$ cat src/warmup_pkg.sv
// Package for ADC core warm-up and ready-interrupt control.
// Assumes one core source clock domain; imported by the controller, the counter and the bench.
package warmup_pkg;
    localparam int NUM_CORES = 5;
    localparam int DLY_W = 16;
    // Register map (16-bit registers, word index)
    localparam logic [1:0] CTRL_ADDR = 2'h0;
    localparam logic [1:0] STAT_ADDR = 2'h1;
    localparam logic [1:0] MASK_ADDR = 2'h2;
    localparam logic [1:0] RDY_ADDR = 2'h3;
    localparam logic [15:0] CTRL_RESET = 16'h0000;
    localparam logic [15:0] CTRL_WMASK = 16'h0f8f;
    localparam int WARM_LSB = 8;
    localparam int WARM_MSB = 11;
    localparam int SHR_EN_BIT = 7;
    localparam int SHR_IDX = 4;
    localparam logic [3:0] WARM_MIN_CODE = 4'h4;
    localparam logic [15:0] MIN_PERIODS = 16'h0010;
    localparam logic [4:0] STAT_RESET = 5'h00;
    localparam logic [4:0] MASK_RESET = 5'h1f;
    localparam logic [15:0] ZERO16 = 16'h0000;
endpackage : warmup_pkg

$ cat src/core_link_if.sv
// Per-core warm-up handshake between control and counter.
// Assumes one instance per ADC core, same clock domain.
`timescale 1ns/1ns
`default_nettype none
interface core_link_if;
    logic powered;
    logic [15:0] limit;
    logic ready;
    logic ready_evt;
    modport ctl (output powered, output limit, input ready, input ready_evt);
    modport cnt (input powered, input limit, output ready, output ready_evt);
endinterface : core_link_if
`default_nettype wire

$ cat src/adc_warmup_ctrl.sv
// ADC core warm-up and ready-interrupt control block.
// Assumes power-up requests come from other logic or pins, async to mclk.
//
// How it works
// - The four-bit warm-up field selects 16 to 32768 core clock periods by doubling steps.
// - Codes with the upper two bits zero give the 16-period minimum.
// - With the shared-core enable set, a shared core ready event raises the interrupt.
// - With the shared-core enable clear, the shared ready event does not interrupt.
// - Bits 3 to 0 enable the interrupt for dedicated cores 3 to 0 on their ready event.
// - With a dedicated core enable clear, that core's ready event does not interrupt.
// - Bits 15-12 and 6-4 of the control register read zero and ignore writes.
//
// The address map and the address-and-strobe port were left to the implementer.
`timescale 1ns/1ns
`default_nettype none
module adc_warmup_ctrl #(
    parameter int NCORE = warmup_pkg::NUM_CORES
) (
    // Clock, reset, enable
    input wire logic mclk,
    input wire logic rst,
    input wire logic ce,
    // Register port
    input wire logic [1:0] addr,
    input wire logic [15:0] wdata,
    input wire logic wr,
    input wire logic rd,
    output logic [15:0] rdata,
    // Core power requests, index 4 is the shared core
    input wire logic [4:0] core_power_req,
    // Core ready and interrupt
    output logic [4:0] core_ready,
    output logic irq
);
    import warmup_pkg::*;

    logic [15:0] ctrl_r;
    logic [4:0] stat_r;
    logic [4:0] mask_r;
    logic [4:0] s1_r, s2_r, s3_r, pwr_r;
    logic [15:0] limit_nxt;
    logic [4:0] rdy_w, evt_w, en_w, hit_w;
    logic [4:0] ready_r;
    logic irq_r;
    logic [15:0] rdata_r;

    // Three-stage synchroniser, change accepted when stages 2 and 3 agree
    always_ff @(posedge mclk) begin
        if (rst) begin
            s1_r <= STAT_RESET;
            s2_r <= STAT_RESET;
            s3_r <= STAT_RESET;
            pwr_r <= STAT_RESET;
        end else if (ce) begin
            s1_r <= core_power_req;
            s2_r <= s1_r;
            s3_r <= s2_r;
            for (int i = 0; i < NCORE; i++) begin
                if (s2_r[i] == s3_r[i]) begin
                    pwr_r[i] <= s3_r[i];
                end
            end
        end
    end

    // Warm-up count decode; shift keeps one shared limit for all cores
    always_comb begin
        limit_nxt = MIN_PERIODS;
        if (ctrl_r[WARM_MSB:WARM_LSB] >= WARM_MIN_CODE) begin
            limit_nxt = MIN_PERIODS << (ctrl_r[WARM_MSB:WARM_LSB] - WARM_MIN_CODE);
        end
    end

    // Core counters, one per core
    genvar g;
    generate
        for (g = 0; g < NCORE; g++) begin : g_core
            core_link_if lnk ();
            assign lnk.powered = pwr_r[g];
            assign lnk.limit = limit_nxt;
            assign rdy_w[g] = lnk.ready;
            assign evt_w[g] = lnk.ready_evt;
            core_warmup_counter u_cnt (
                .mclk(mclk),
                .rst(rst),
                .ce(ce),
                .lnk(lnk)
            );
        end
    endgenerate

    // Enable gating of ready events
    assign en_w = {ctrl_r[SHR_EN_BIT], ctrl_r[3:0]};
    assign hit_w = evt_w & en_w;

    // Control register; unimplemented bits never stored
    always_ff @(posedge mclk) begin
        if (rst) begin
            ctrl_r <= CTRL_RESET;
        end else if (ce && wr && addr == CTRL_ADDR) begin
            ctrl_r <= wdata & CTRL_WMASK;
        end
    end

    // Sticky status, write one to clear; a new event wins over the clear
    always_ff @(posedge mclk) begin
        if (rst) begin
            stat_r <= STAT_RESET;
        end else if (ce) begin
            if (wr && addr == STAT_ADDR) begin
                stat_r <= (stat_r & ~wdata[4:0]) | hit_w;
            end else begin
                stat_r <= stat_r | hit_w;
            end
        end
    end

    // Interrupt mask, set bit passes status
    always_ff @(posedge mclk) begin
        if (rst) begin
            mask_r <= MASK_RESET;
        end else if (ce && wr && addr == MASK_ADDR) begin
            mask_r <= wdata[4:0];
        end
    end

    // Registered outputs
    always_ff @(posedge mclk) begin
        if (rst) begin
            irq_r <= 1'b0;
            ready_r <= STAT_RESET;
        end else if (ce) begin
            irq_r <= |(stat_r & mask_r);
            ready_r <= rdy_w;
        end
    end

    // Read data one cycle after strobe, zero otherwise
    always_ff @(posedge mclk) begin
        if (rst) begin
            rdata_r <= ZERO16;
        end else if (ce) begin
            rdata_r <= ZERO16;
            if (rd) begin
                unique case (addr)
                    CTRL_ADDR: rdata_r <= ctrl_r & CTRL_WMASK;
                    STAT_ADDR: rdata_r <= {11'h000, stat_r};
                    MASK_ADDR: rdata_r <= {11'h000, mask_r};
                    RDY_ADDR: rdata_r <= {11'h000, rdy_w};
                endcase
            end
        end
    end

    assign rdata = rdata_r;
    assign irq = irq_r;
    assign core_ready = ready_r;

    // Unimplemented control bits never hold a one
    AST_RSVD_ZERO: assert property (@(posedge mclk) disable iff (rst)
        !rst
        |-> (ctrl_r & ~CTRL_WMASK) == ZERO16)
        else $error("reserved control bits set");

    // A control write keeps only the implemented bits
    AST_CTRL_WR: assert property (@(posedge mclk) disable iff (rst)
        (ce && wr && addr == CTRL_ADDR)
        |=> ctrl_r == ($past(wdata) & CTRL_WMASK))
        else $error("control write wrong");

    // Control read returns the stored value
    AST_RD_CTRL: assert property (@(posedge mclk) disable iff (rst)
        (ce && rd && addr == CTRL_ADDR)
        |=> rdata_r == $past(ctrl_r))
        else $error("control readback wrong");

    // Status read shows the sticky bits with the upper bits zero
    AST_RD_STAT: assert property (@(posedge mclk) disable iff (rst)
        (ce && rd && addr == STAT_ADDR)
        |=> rdata_r == {11'h000, $past(stat_r)})
        else $error("status readback wrong");

    // Mask read shows the mask with the upper bits zero
    AST_RD_MASK: assert property (@(posedge mclk) disable iff (rst)
        (ce && rd && addr == MASK_ADDR)
        |=> rdata_r == {11'h000, $past(mask_r)})
        else $error("mask readback wrong");

    // Ready view read shows the counters' ready levels
    AST_RD_RDY: assert property (@(posedge mclk) disable iff (rst)
        (ce && rd && addr == RDY_ADDR)
        |=> rdata_r == {11'h000, $past(rdy_w)})
        else $error("ready view readback wrong");

    // Without a read strobe the data lines return to zero
    AST_RD_IDLE: assert property (@(posedge mclk) disable iff (rst)
        (ce && !rd)
        |=> rdata_r == ZERO16)
        else $error("read data not idle");

    // Codes with the upper two bits clear give the minimum
    AST_MIN_CODE: assert property (@(posedge mclk) disable iff (rst)
        (ctrl_r[WARM_MSB:WARM_MSB-1] == 2'h0)
        |-> limit_nxt == MIN_PERIODS)
        else $error("minimum warm-up wrong");

    // Lowest full code gives 16 periods
    AST_CODE4: assert property (@(posedge mclk) disable iff (rst)
        (ctrl_r[WARM_MSB:WARM_LSB] == 4'h4)
        |-> limit_nxt == 16'h0010)
        else $error("code 4 warm-up wrong");

    // One step up doubles to 32 periods
    AST_CODE5: assert property (@(posedge mclk) disable iff (rst)
        (ctrl_r[WARM_MSB:WARM_LSB] == 4'h5)
        |-> limit_nxt == 16'h0020)
        else $error("code 5 warm-up wrong");

    // Middle code gives 256 periods
    AST_CODE8: assert property (@(posedge mclk) disable iff (rst)
        (ctrl_r[WARM_MSB:WARM_LSB] == 4'h8)
        |-> limit_nxt == 16'h0100)
        else $error("code 8 warm-up wrong");

    // Second code from the top gives 16384 periods
    AST_CODE14: assert property (@(posedge mclk) disable iff (rst)
        (ctrl_r[WARM_MSB:WARM_LSB] == 4'he)
        |-> limit_nxt == 16'h4000)
        else $error("code 14 warm-up wrong");

    // Top code gives 32768 periods
    AST_MAX_CODE: assert property (@(posedge mclk) disable iff (rst)
        (ctrl_r[WARM_MSB:WARM_LSB] == 4'hf)
        |-> limit_nxt == 16'h8000)
        else $error("maximum warm-up wrong");

    // Every code gives a power of two, never below the minimum
    AST_LIMIT_ONEHOT: assert property (@(posedge mclk) disable iff (rst)
        !rst
        |-> $onehot(limit_nxt) && limit_nxt >= MIN_PERIODS)
        else $error("warm-up limit not a power of two");

    // Enabled shared event latches
    AST_SHR_SET: assert property (@(posedge mclk) disable iff (rst)
        (ce && evt_w[SHR_IDX] && ctrl_r[SHR_EN_BIT])
        |=> stat_r[SHR_IDX])
        else $error("shared event lost");

    // Disabled shared event never reaches status
    AST_SHR_GATED: assert property (@(posedge mclk) disable iff (rst)
        (ce && evt_w[SHR_IDX] && !ctrl_r[SHR_EN_BIT] && !stat_r[SHR_IDX]
         && !(wr && addr == STAT_ADDR)) |=> !stat_r[SHR_IDX])
        else $error("shared event not gated");

    // Enabled core 0 event latches
    AST_C0_SET: assert property (@(posedge mclk) disable iff (rst)
        (ce && evt_w[0] && ctrl_r[0])
        |=> stat_r[0])
        else $error("core0 event lost");

    // Disabled core 0 event ignored
    AST_C0_GATED: assert property (@(posedge mclk) disable iff (rst)
        (ce && evt_w[0] && !ctrl_r[0] && !stat_r[0]
         && !(wr && addr == STAT_ADDR)) |=> !stat_r[0])
        else $error("core0 event not gated");

    // Enabled core 1 event latches
    AST_C1_SET: assert property (@(posedge mclk) disable iff (rst)
        (ce && evt_w[1] && ctrl_r[1])
        |=> stat_r[1])
        else $error("core1 event lost");

    // Disabled core 1 event ignored
    AST_C1_GATED: assert property (@(posedge mclk) disable iff (rst)
        (ce && evt_w[1] && !ctrl_r[1] && !stat_r[1]
         && !(wr && addr == STAT_ADDR)) |=> !stat_r[1])
        else $error("core1 event not gated");

    // Enabled core 2 event latches
    AST_C2_SET: assert property (@(posedge mclk) disable iff (rst)
        (ce && evt_w[2] && ctrl_r[2])
        |=> stat_r[2])
        else $error("core2 event lost");

    // Disabled core 2 event ignored
    AST_C2_GATED: assert property (@(posedge mclk) disable iff (rst)
        (ce && evt_w[2] && !ctrl_r[2] && !stat_r[2]
         && !(wr && addr == STAT_ADDR)) |=> !stat_r[2])
        else $error("core2 event not gated");

    // Enabled core 3 event latches
    AST_C3_SET: assert property (@(posedge mclk) disable iff (rst)
        (ce && evt_w[3] && ctrl_r[3])
        |=> stat_r[3])
        else $error("core3 event lost");

    // Disabled core 3 event ignored
    AST_C3_GATED: assert property (@(posedge mclk) disable iff (rst)
        (ce && evt_w[3] && !ctrl_r[3] && !stat_r[3]
         && !(wr && addr == STAT_ADDR)) |=> !stat_r[3])
        else $error("core3 event not gated");

    // Writing a one clears a status bit when no event comes with it
    AST_STAT_CLEAR: assert property (@(posedge mclk) disable iff (rst)
        (ce && wr && addr == STAT_ADDR && wdata[1] && !hit_w[1])
        |=> !stat_r[1])
        else $error("status clear lost");

    // An event in the cycle of a clear still sets its bit
    AST_STAT_SET_WINS: assert property (@(posedge mclk) disable iff (rst)
        (ce && wr && addr == STAT_ADDR && wdata[0] && hit_w[0])
        |=> stat_r[0])
        else $error("clear beat a new event");

    // Interrupt follows masked status one cycle later
    AST_IRQ: assert property (@(posedge mclk) disable iff (rst)
        ce
        |=> irq_r == ($past(stat_r & mask_r) != 5'h00))
        else $error("irq mismatch");

    // A settled synchroniser passes its level on
    AST_PWR_FOLLOW: assert property (@(posedge mclk) disable iff (rst)
        (ce && s2_r == s3_r)
        |=> pwr_r == $past(s3_r))
        else $error("power level not taken");

    // Ready output is the counters' level one cycle on
    AST_READY_OUT: assert property (@(posedge mclk) disable iff (rst)
        ce
        |=> ready_r == $past(rdy_w))
        else $error("ready output wrong");

    // A ready event lasts one enabled cycle
    AST_EVT_PULSE: assert property (@(posedge mclk) disable iff (rst)
        (ce && evt_w[SHR_IDX])
        |=> !evt_w[SHR_IDX])
        else $error("ready event longer than a cycle");

    // Clock enable low freezes the registers
    AST_HOLD_REGS: assert property (@(posedge mclk) disable iff (rst)
        !ce
        |=> $stable(ctrl_r) && $stable(stat_r) && $stable(mask_r))
        else $error("register moved with enable low");

    // Clock enable low freezes the outputs
    AST_HOLD_OUT: assert property (@(posedge mclk) disable iff (rst)
        !ce
        |=> $stable(irq_r) && $stable(ready_r) && $stable(rdata_r))
        else $error("output moved with enable low");

    // Clock enable low freezes the synchroniser too
    AST_HOLD_SYNC: assert property (@(posedge mclk) disable iff (rst)
        !ce
        |=> $stable(s1_r) && $stable(s2_r) && $stable(s3_r) && $stable(pwr_r))
        else $error("synchroniser moved with enable low");
endmodule : adc_warmup_ctrl
`default_nettype wire

$ cat src/core_warmup_counter.sv
// Warm-up counter for one ADC core.
// Assumes power request already synchronised to mclk.
`timescale 1ns/1ns
`default_nettype none
module core_warmup_counter (
    // Clock and control
    input wire logic mclk,
    input wire logic rst,
    input wire logic ce,
    // Link to control
    core_link_if.cnt lnk
);
    import warmup_pkg::*;
    logic [15:0] cnt_r;
    logic ready_r;
    logic evt_r;

    // Count periods while powered; restart when power drops
    always_ff @(posedge mclk) begin
        if (rst) begin
            cnt_r <= ZERO16;
            ready_r <= 1'b0;
            evt_r <= 1'b0;
        end else if (ce) begin
            evt_r <= 1'b0;
            if (!lnk.powered) begin
                cnt_r <= ZERO16;
                ready_r <= 1'b0;
            end else if (!ready_r) begin
                if (cnt_r + 16'h0001 >= lnk.limit) begin
                    ready_r <= 1'b1;
                    evt_r <= 1'b1;
                end else begin
                    cnt_r <= cnt_r + 16'h0001;
                end
            end
        end
    end
    assign lnk.ready = ready_r;
    assign lnk.ready_evt = evt_r;

    // Ready must never come before power was seen
    AST_NO_READY_UNPOWERED: assert property (@(posedge mclk) disable iff (rst)
        (ce && !lnk.powered) |=> !ready_r) else $error("ready without power");
endmodule : core_warmup_counter
`default_nettype wire

$ cat config.mk
export PLATFORM = sky130hd
export DESIGN_NAME = adc_warmup_ctrl
export DESIGN_NICKNAME = d
export VERILOG_FILES = /design/src/warmup_pkg.sv /design/src/core_link_if.sv /design/src/adc_warmup_ctrl.sv /design/src/core_warmup_counter.sv
export SDC_FILE = /design/constraint.sdc
export NUM_CORES = 1
export LEC_CHECK = 0
export ABC_AREA = 1
export BUFFER_PORTS_ARGS = -buffer_cell sky130_fd_sc_hd__buf_2
export CAP_MARGIN = 20
export CORE_ASPECT_RATIO = 0.7
export CORE_UTILIZATION = 55
export CTS_BUF_LIST = sky130_fd_sc_hd__clkbuf_8
export DETAILED_ROUTE_END_ITERATION = 10
export GPL_ROUTABILITY_DRIVEN = 1
export GPL_TIMING_DRIVEN = 0
export PLACE_DENSITY = 0.8
export SLEW_MARGIN = 20
export SYNTH_ARGS = -nofsm -noshare
export SYNTH_HDL_FRONTEND = slang
export SYNTH_SLANG_ARGS = --single-unit
export TNS_END_PERCENT = 100
$ cat constraint.sdc
create_clock -name mclk -period 5.7 [get_ports mclk]
set_clock_uncertainty 0.2 [all_clocks]
set_input_delay 0 -clock mclk [delete_from_list [all_inputs] [get_ports mclk]]
set_output_delay 0 -clock mclk [all_outputs]
set_load 0.02 [all_outputs]
Word-level counts from Yosys, hierarchy flattened. Cells that the tools add are included.

Reduce and logical (&&, ||, !) cells: 16. Shift operators: 1. Bitwise gates (word level): 6. Equality and inequality tests: 18. Add/sub/neg operators: 6. $lt $le $gt $ge: 6. Mux-type cells: 44.

Operator list (number): 16-bit two-way mux (17); 16-bit by 1-bit adder with 16-bit output (second input constant) (5); 16-bit >= comparator (5); 16-bit one-hot mux with 4 select lines (1); 1-bit two-way mux (25); 2-bit != test (second input constant) (10); 5-bit by 4-bit left shift with 16-bit output (first input constant) (1); 5-bit bitwise AND (3); 3-bit AND reduction (5); 5-bit bitwise OR (2); 2-bit AND reduction (5); 1-bit equality test (5); 5-bit two-way mux (1); 5-bit inverter (1); 5-bit OR reduction (1); 2-bit equality test (second input constant) (2); 4-bit by 3-bit >= comparator with 1-bit output (second input constant) (1); 1-bit logical AND (4); 4-bit by 3-bit subtractor with 4-bit output (second input constant) (1); 2-bit by 1-bit equality test with 1-bit output (second input constant) (1); 2-bit logical NOT (1).

Flip-flop bits (word level): 151. Input port bits: 28.

Longest topological paths before layout.
Depth after elaboration: 7. Gate-level depth with buffers: 20.

By module. A second synthesis with hierarchy kept.

Cell total of the unflattened synthesis: 1594. Area total of the unflattened synthesis: 10533.9 sq um.

Modules (own cells, without submodules): core_warmup_counter (times used 5, cells each 256, area an instance 1635.3 sq um); adc_warmup_ctrl (times used 1, cells each 314, area an instance 2357.3 sq um).

Least setup slack after synthesis. Ideal clock, no wire load.

Path kind: register to register. Start point: register ctrl_r[10]. End point: register g_core[0].u_cnt.cnt_r[0]. Library setup time: 115 ps. Clock period less this slack: 2755 ps. Slack: 2945 ps. Data required time: 5385 ps. Arrival time: 2440 ps. Stages on the path, launching flop included: 16. Path through: dfxtp_1 -> inv_1 -> ha_1 -> inv_1 -> nor3_1 -> nand3_1 -> ha_1 -> nand2_1 -> inv_1 -> nand2_1 -> nand2_1 -> a21oi_1 -> nand3_2 -> buf_6 -> a21oi_1 -> nor2_1.

Longest elaborated chain between the ends: 6. Elaborated cells between the ends (all ways): 7. Classes of those cells: 1 x add/sub; 2 x order compare; 1 x eq/ne; 1 x shift; 1 x mux; 1 x reduce/logical.

Ends and longest elaborated chain: start, declared (line adc_warmup_ctrl.sv:37) `logic [15:0] ctrl_r;`; start signal, assigned (line adc_warmup_ctrl.sv:101) `ctrl_r <= wdata & CTRL_WMASK;`; 4-bit by 3-bit subtractor with 4-bit output (line adc_warmup_ctrl.sv:70) `limit_nxt = MIN_PERIODS << (ctrl_r[WARM_MSB:WARM_LSB] - WARM_MIN_CODE);`; 5-bit by 4-bit left shift with 16-bit output (line adc_warmup_ctrl.sv:70); 16-bit two-way mux * (line adc_warmup_ctrl.sv:69) `if (ctrl_r[WARM_MSB:WARM_LSB] >= WARM_MIN_CODE) begin`; 16-bit >= comparator * (line core_warmup_counter.sv:30) `if (cnt_r + 16'h0001 >= lnk.limit) begin`; 2-bit != test (no line) *; 3-bit AND reduction (no line) *; end signal, assigned (line core_warmup_counter.sv:34) `cnt_r <= cnt_r + 16'h0001;`; end, declared (line core_warmup_counter.sv:14) `logic [15:0] cnt_r;`.

Every way passes the cells marked *; elsewhere a longest branch is shown, timed or not. A chain may end at the register's enable or synchronous reset.

Final worst setup path.
Start point: register ctrl_r[10]. End point: register g_core[4].u_cnt.cnt_r[0].

Longest elaborated chain between the ends: 6. Elaborated cells between the ends (all ways): 7. Classes of those cells: 1 x add/sub; 2 x order compare; 1 x eq/ne; 1 x shift; 1 x mux; 1 x reduce/logical.

Ends and longest elaborated chain (line): 4-bit by 3-bit subtractor with 4-bit output (adc_warmup_ctrl.sv:70); 5-bit by 4-bit left shift with 16-bit output (adc_warmup_ctrl.sv:70); 16-bit two-way mux * (adc_warmup_ctrl.sv:69); 16-bit >= comparator * (core_warmup_counter.sv:30); 2-bit != test (no line) *; 3-bit AND reduction (no line) *; end signal, assigned (core_warmup_counter.sv:34); end, declared (core_warmup_counter.sv:14).

Marks and branches as above.

==> results.md <==
* Outcome: finished, final reports clean
* Multi-input gate area at 0.00564 mm^2
* Met2 Wirelength at 11,500 um
* Power per Cell Area at 197 mW/mm^2
* Maxcap violations at 0
* ANT cells at 0
* Fin. max-slew vios at 0
* Clock Tree Buf Depth at 2
* DR vias/cell at 5.72
* Height of the die at 111 um
* GRT Util Overall at 32.8%
* Drt pass-1 iters at 6
* Port Buffer Count at 35
* Row count at 39
* Top post-synthesis cells by area: dfxtp_1, nand2_1, ha_1, nand3_1, a21oi_1
* CTS root buf: clkbuf_8
* Post-CTS Setup Bufs at 0
* Fill count at 1,458
* Worst IR Drop VDD at 0.149 mV
* Final setup vio count at 0
* Largest net degree at the start of global routing at 17
* Vias in the first global route at 8,782
* Min-delay worst type: input pin to register
* R2r worst-path depth at 15
* Netlist cell types at 40
* CP required at 5.86 ns
* Share of the synthesized area in the top cell type at 31.1%
* #FFs+latches synth at 145
* Synthesized area at 0.00934 mm^2
* RePlAce Congestion at 0.991
* Most common cell after layout, fill and taps aside: nand2_1
* Drt first-iter violations at 1,260
* Layout cells sized above 1 at 9.95%
* Syn Inst Count at 1,393
* Fmax at 279 MHz
* Remaining antenna violation count at 0
* Most frequent cells in the layout: nand2_1, dfxtp_1, nor2_1
* Post-Syn Area per Cell at 6.70 um^2
* CTS Buf Count at 17
* Hold Crit Depth at 4
* Share of flip-flops with an asynchronous set or reset at 0%
* Yosys warns at 0
* Critical path type: register to register
* Post-synth EDFFs at 0
* Chip width at 158 um
* Hold Vio Cnt, Final at 0
* First-pass GRT wire length at 44,800 um
* Register area at 0.00290 mm^2
* Initial Utilization at 56.8%
* DR top layer: met4
* Clock transition at path regs at 0.09 ns
* Clk_lat worst skew at 0.47 ns
* Die area at 0.0175 mm^2
* Fin crit share at 62.9%
* H-tree depth at 4
* CP arrival at 3.74 ns
* Tmin final at 3.58 ns
* Wirelength per Cell at 16.3 um
* Vias post-DR at 9,853
* CTS tree: done
* Clock sinks at 145
* Ports at 50
* HPWL after detailed placement at 19,900 um
* Worst Tran Pin Value at 0.923 ns
* Setup_tns at 0 ns
* RSZ-0062 raised after global routing: no
* Sequential cell area fraction in the yosys report at 31.1%
* Critical Path Sink Type: register
* Area delta synth->final at 12.7%
* Predominant post-synthesis flop cell: dfxtp_1
* # hold bufs at CTS at 33
* DR DRC count at 0
* Cts repair resizes at 0
* GR Overflow Total at 0
* Cell taking the most area after synthesis: dfxtp_1
* Setup WS post-layout at 2.12 ns
* Relative slew margins at 38.4%
* Total core area at 0.0164 mm^2
* Post-Place Setup Slack at 2.29 ns
* Static leakage at 0.00459 uW
* Total wire length at 28,000 um
* Initial antenna violation count at 0
* Final nets at 1,579
* Setup slack, reg-to-reg at 2.12 ns
* WL met1 at 12,500 um
* WL met3 at 3190 um
* Startpoint types: register
* CP Max Fanout at 10
-- critical path, cell delays in order, from the launching register on --
cell	delay [ns]
dfxtp_1	0.37
inv_1	0.12
ha_1	0.34
inv_1	0.06
nor3_1	0.35
nand3_1	0.46
ha_1	0.45
nand2_1	0.10
inv_1	0.04
nand2_1	0.06
nand2_1	0.06
a21oi_1	0.16
nand3_2	0.21
buf_6	0.22
a21oi_1	0.18
nor2_1	0.09
-- cell type report --
| type | count | share of cell area [%] |
|---|---|---|
| inverters | 129 | 4.60 |
| multi-input cells | 1066 | 53.7 |
| plain buffers | 58 | 3.09 |
| clock buffers | 17 | 2.22 |
| well taps | 225 | 2.68 |
| repair buffers | 68 | 4.80 |
| clock inverters | 14 | 1.36 |
| flip-flops and latches | 145 | 27.6 |
-- cell usage after synthesis (19+ instances only) --
| library cell | n |
|---|---|
| dfxtp_1 | 145 |
| nor2_1 | 144 |
| xor2_1 | 24 |
| a21oi_1 | 117 |
| inv_1 | 124 |
| ha_1 | 66 |
| o21ai_0 | 45 |
| nand3_1 | 140 |
| nand2_1 | 359 |
| clkbuf_1 | 28 |
| nor2_2 | 19 |
| nand4_1 | 68 |
-- final timing paths --
check,start,end
max,ctrl_r[10],g_core[4].u_cnt.cnt_r[0]
min,rst,g_core[2].u_cnt.cnt_r[4]
max reg2reg,ctrl_r[10],g_core[4].u_cnt.cnt_r[0]
min reg2reg,rdata[11],rdata[11]
-- kinds of logic after synthesis --
family | after synthesis | synth area share, %
and+or+nand+nor | 771 | 37.1
buffers and inverters | 187 | 8.67
adders and majority gates | 66 | 8.84
xor gates and xnor gates | 37 | 3.55
DFF | 145 | 31.1
other | 1 | 0.0402
AOI/OAI and AO/OA | 186 | 10.7
-- sequential cells by signal, indices dropped and copies added (netlist names) --
signal                      flops
g_core.u_cnt.cnt_r             80
rdata                          10
ctrl_r                          9
core_ready                      5
g_core.u_cnt.lnk.ready          5
g_core.u_cnt.lnk.ready_evt      5
mask_r                          5
pwr_r                           5
s1_r                            5
s2_r                            5
s3_r                            5
stat_r                          5
irq                             1
-- per-layer routing --
layer | track usage (%) | up-vias
met5 | 0 | -
met4 | 12.9 | 0
met3 | 8.17 | 75
met2 | 45.9 | 546
met1 | 47.7 | 4450
li1 | - | 4782
-- per-stage QoR --
step / cell area [um^2] / hold WS (ns) / total power (uW) / util [%] / cells
final: 10500 / 0.0714 / 2080 / 64.0 / 1722
after global routing: 10500 / 0.0753 / 2130 / 64.0 / 1722
after global placement: 9810 / 0.0215 / 1250 / 59.7 / 1658
after CTS: 10500 / 0.0257 / 2060 / 64.0 / 1722
after floorplan: 9360 / -0.0739 / 1180 / - / 1398
after detailed placement: 9810 / 0.0272 / 1250 / 59.7 / 1658
-- power by group --
| part | total, uW | internal [uW] | switching, uW | leakage (uW) |
|---|---|---|---|---|
| sequential | 1050 | 1030 | 16.2 | 0.00118 |
| combinational | 205 | 63.3 | 142 | 0.00322 |
| clock | 824 | 385 | 438 | 0.000193 |
Note: power is estimated with default switching activity, not from simulation.
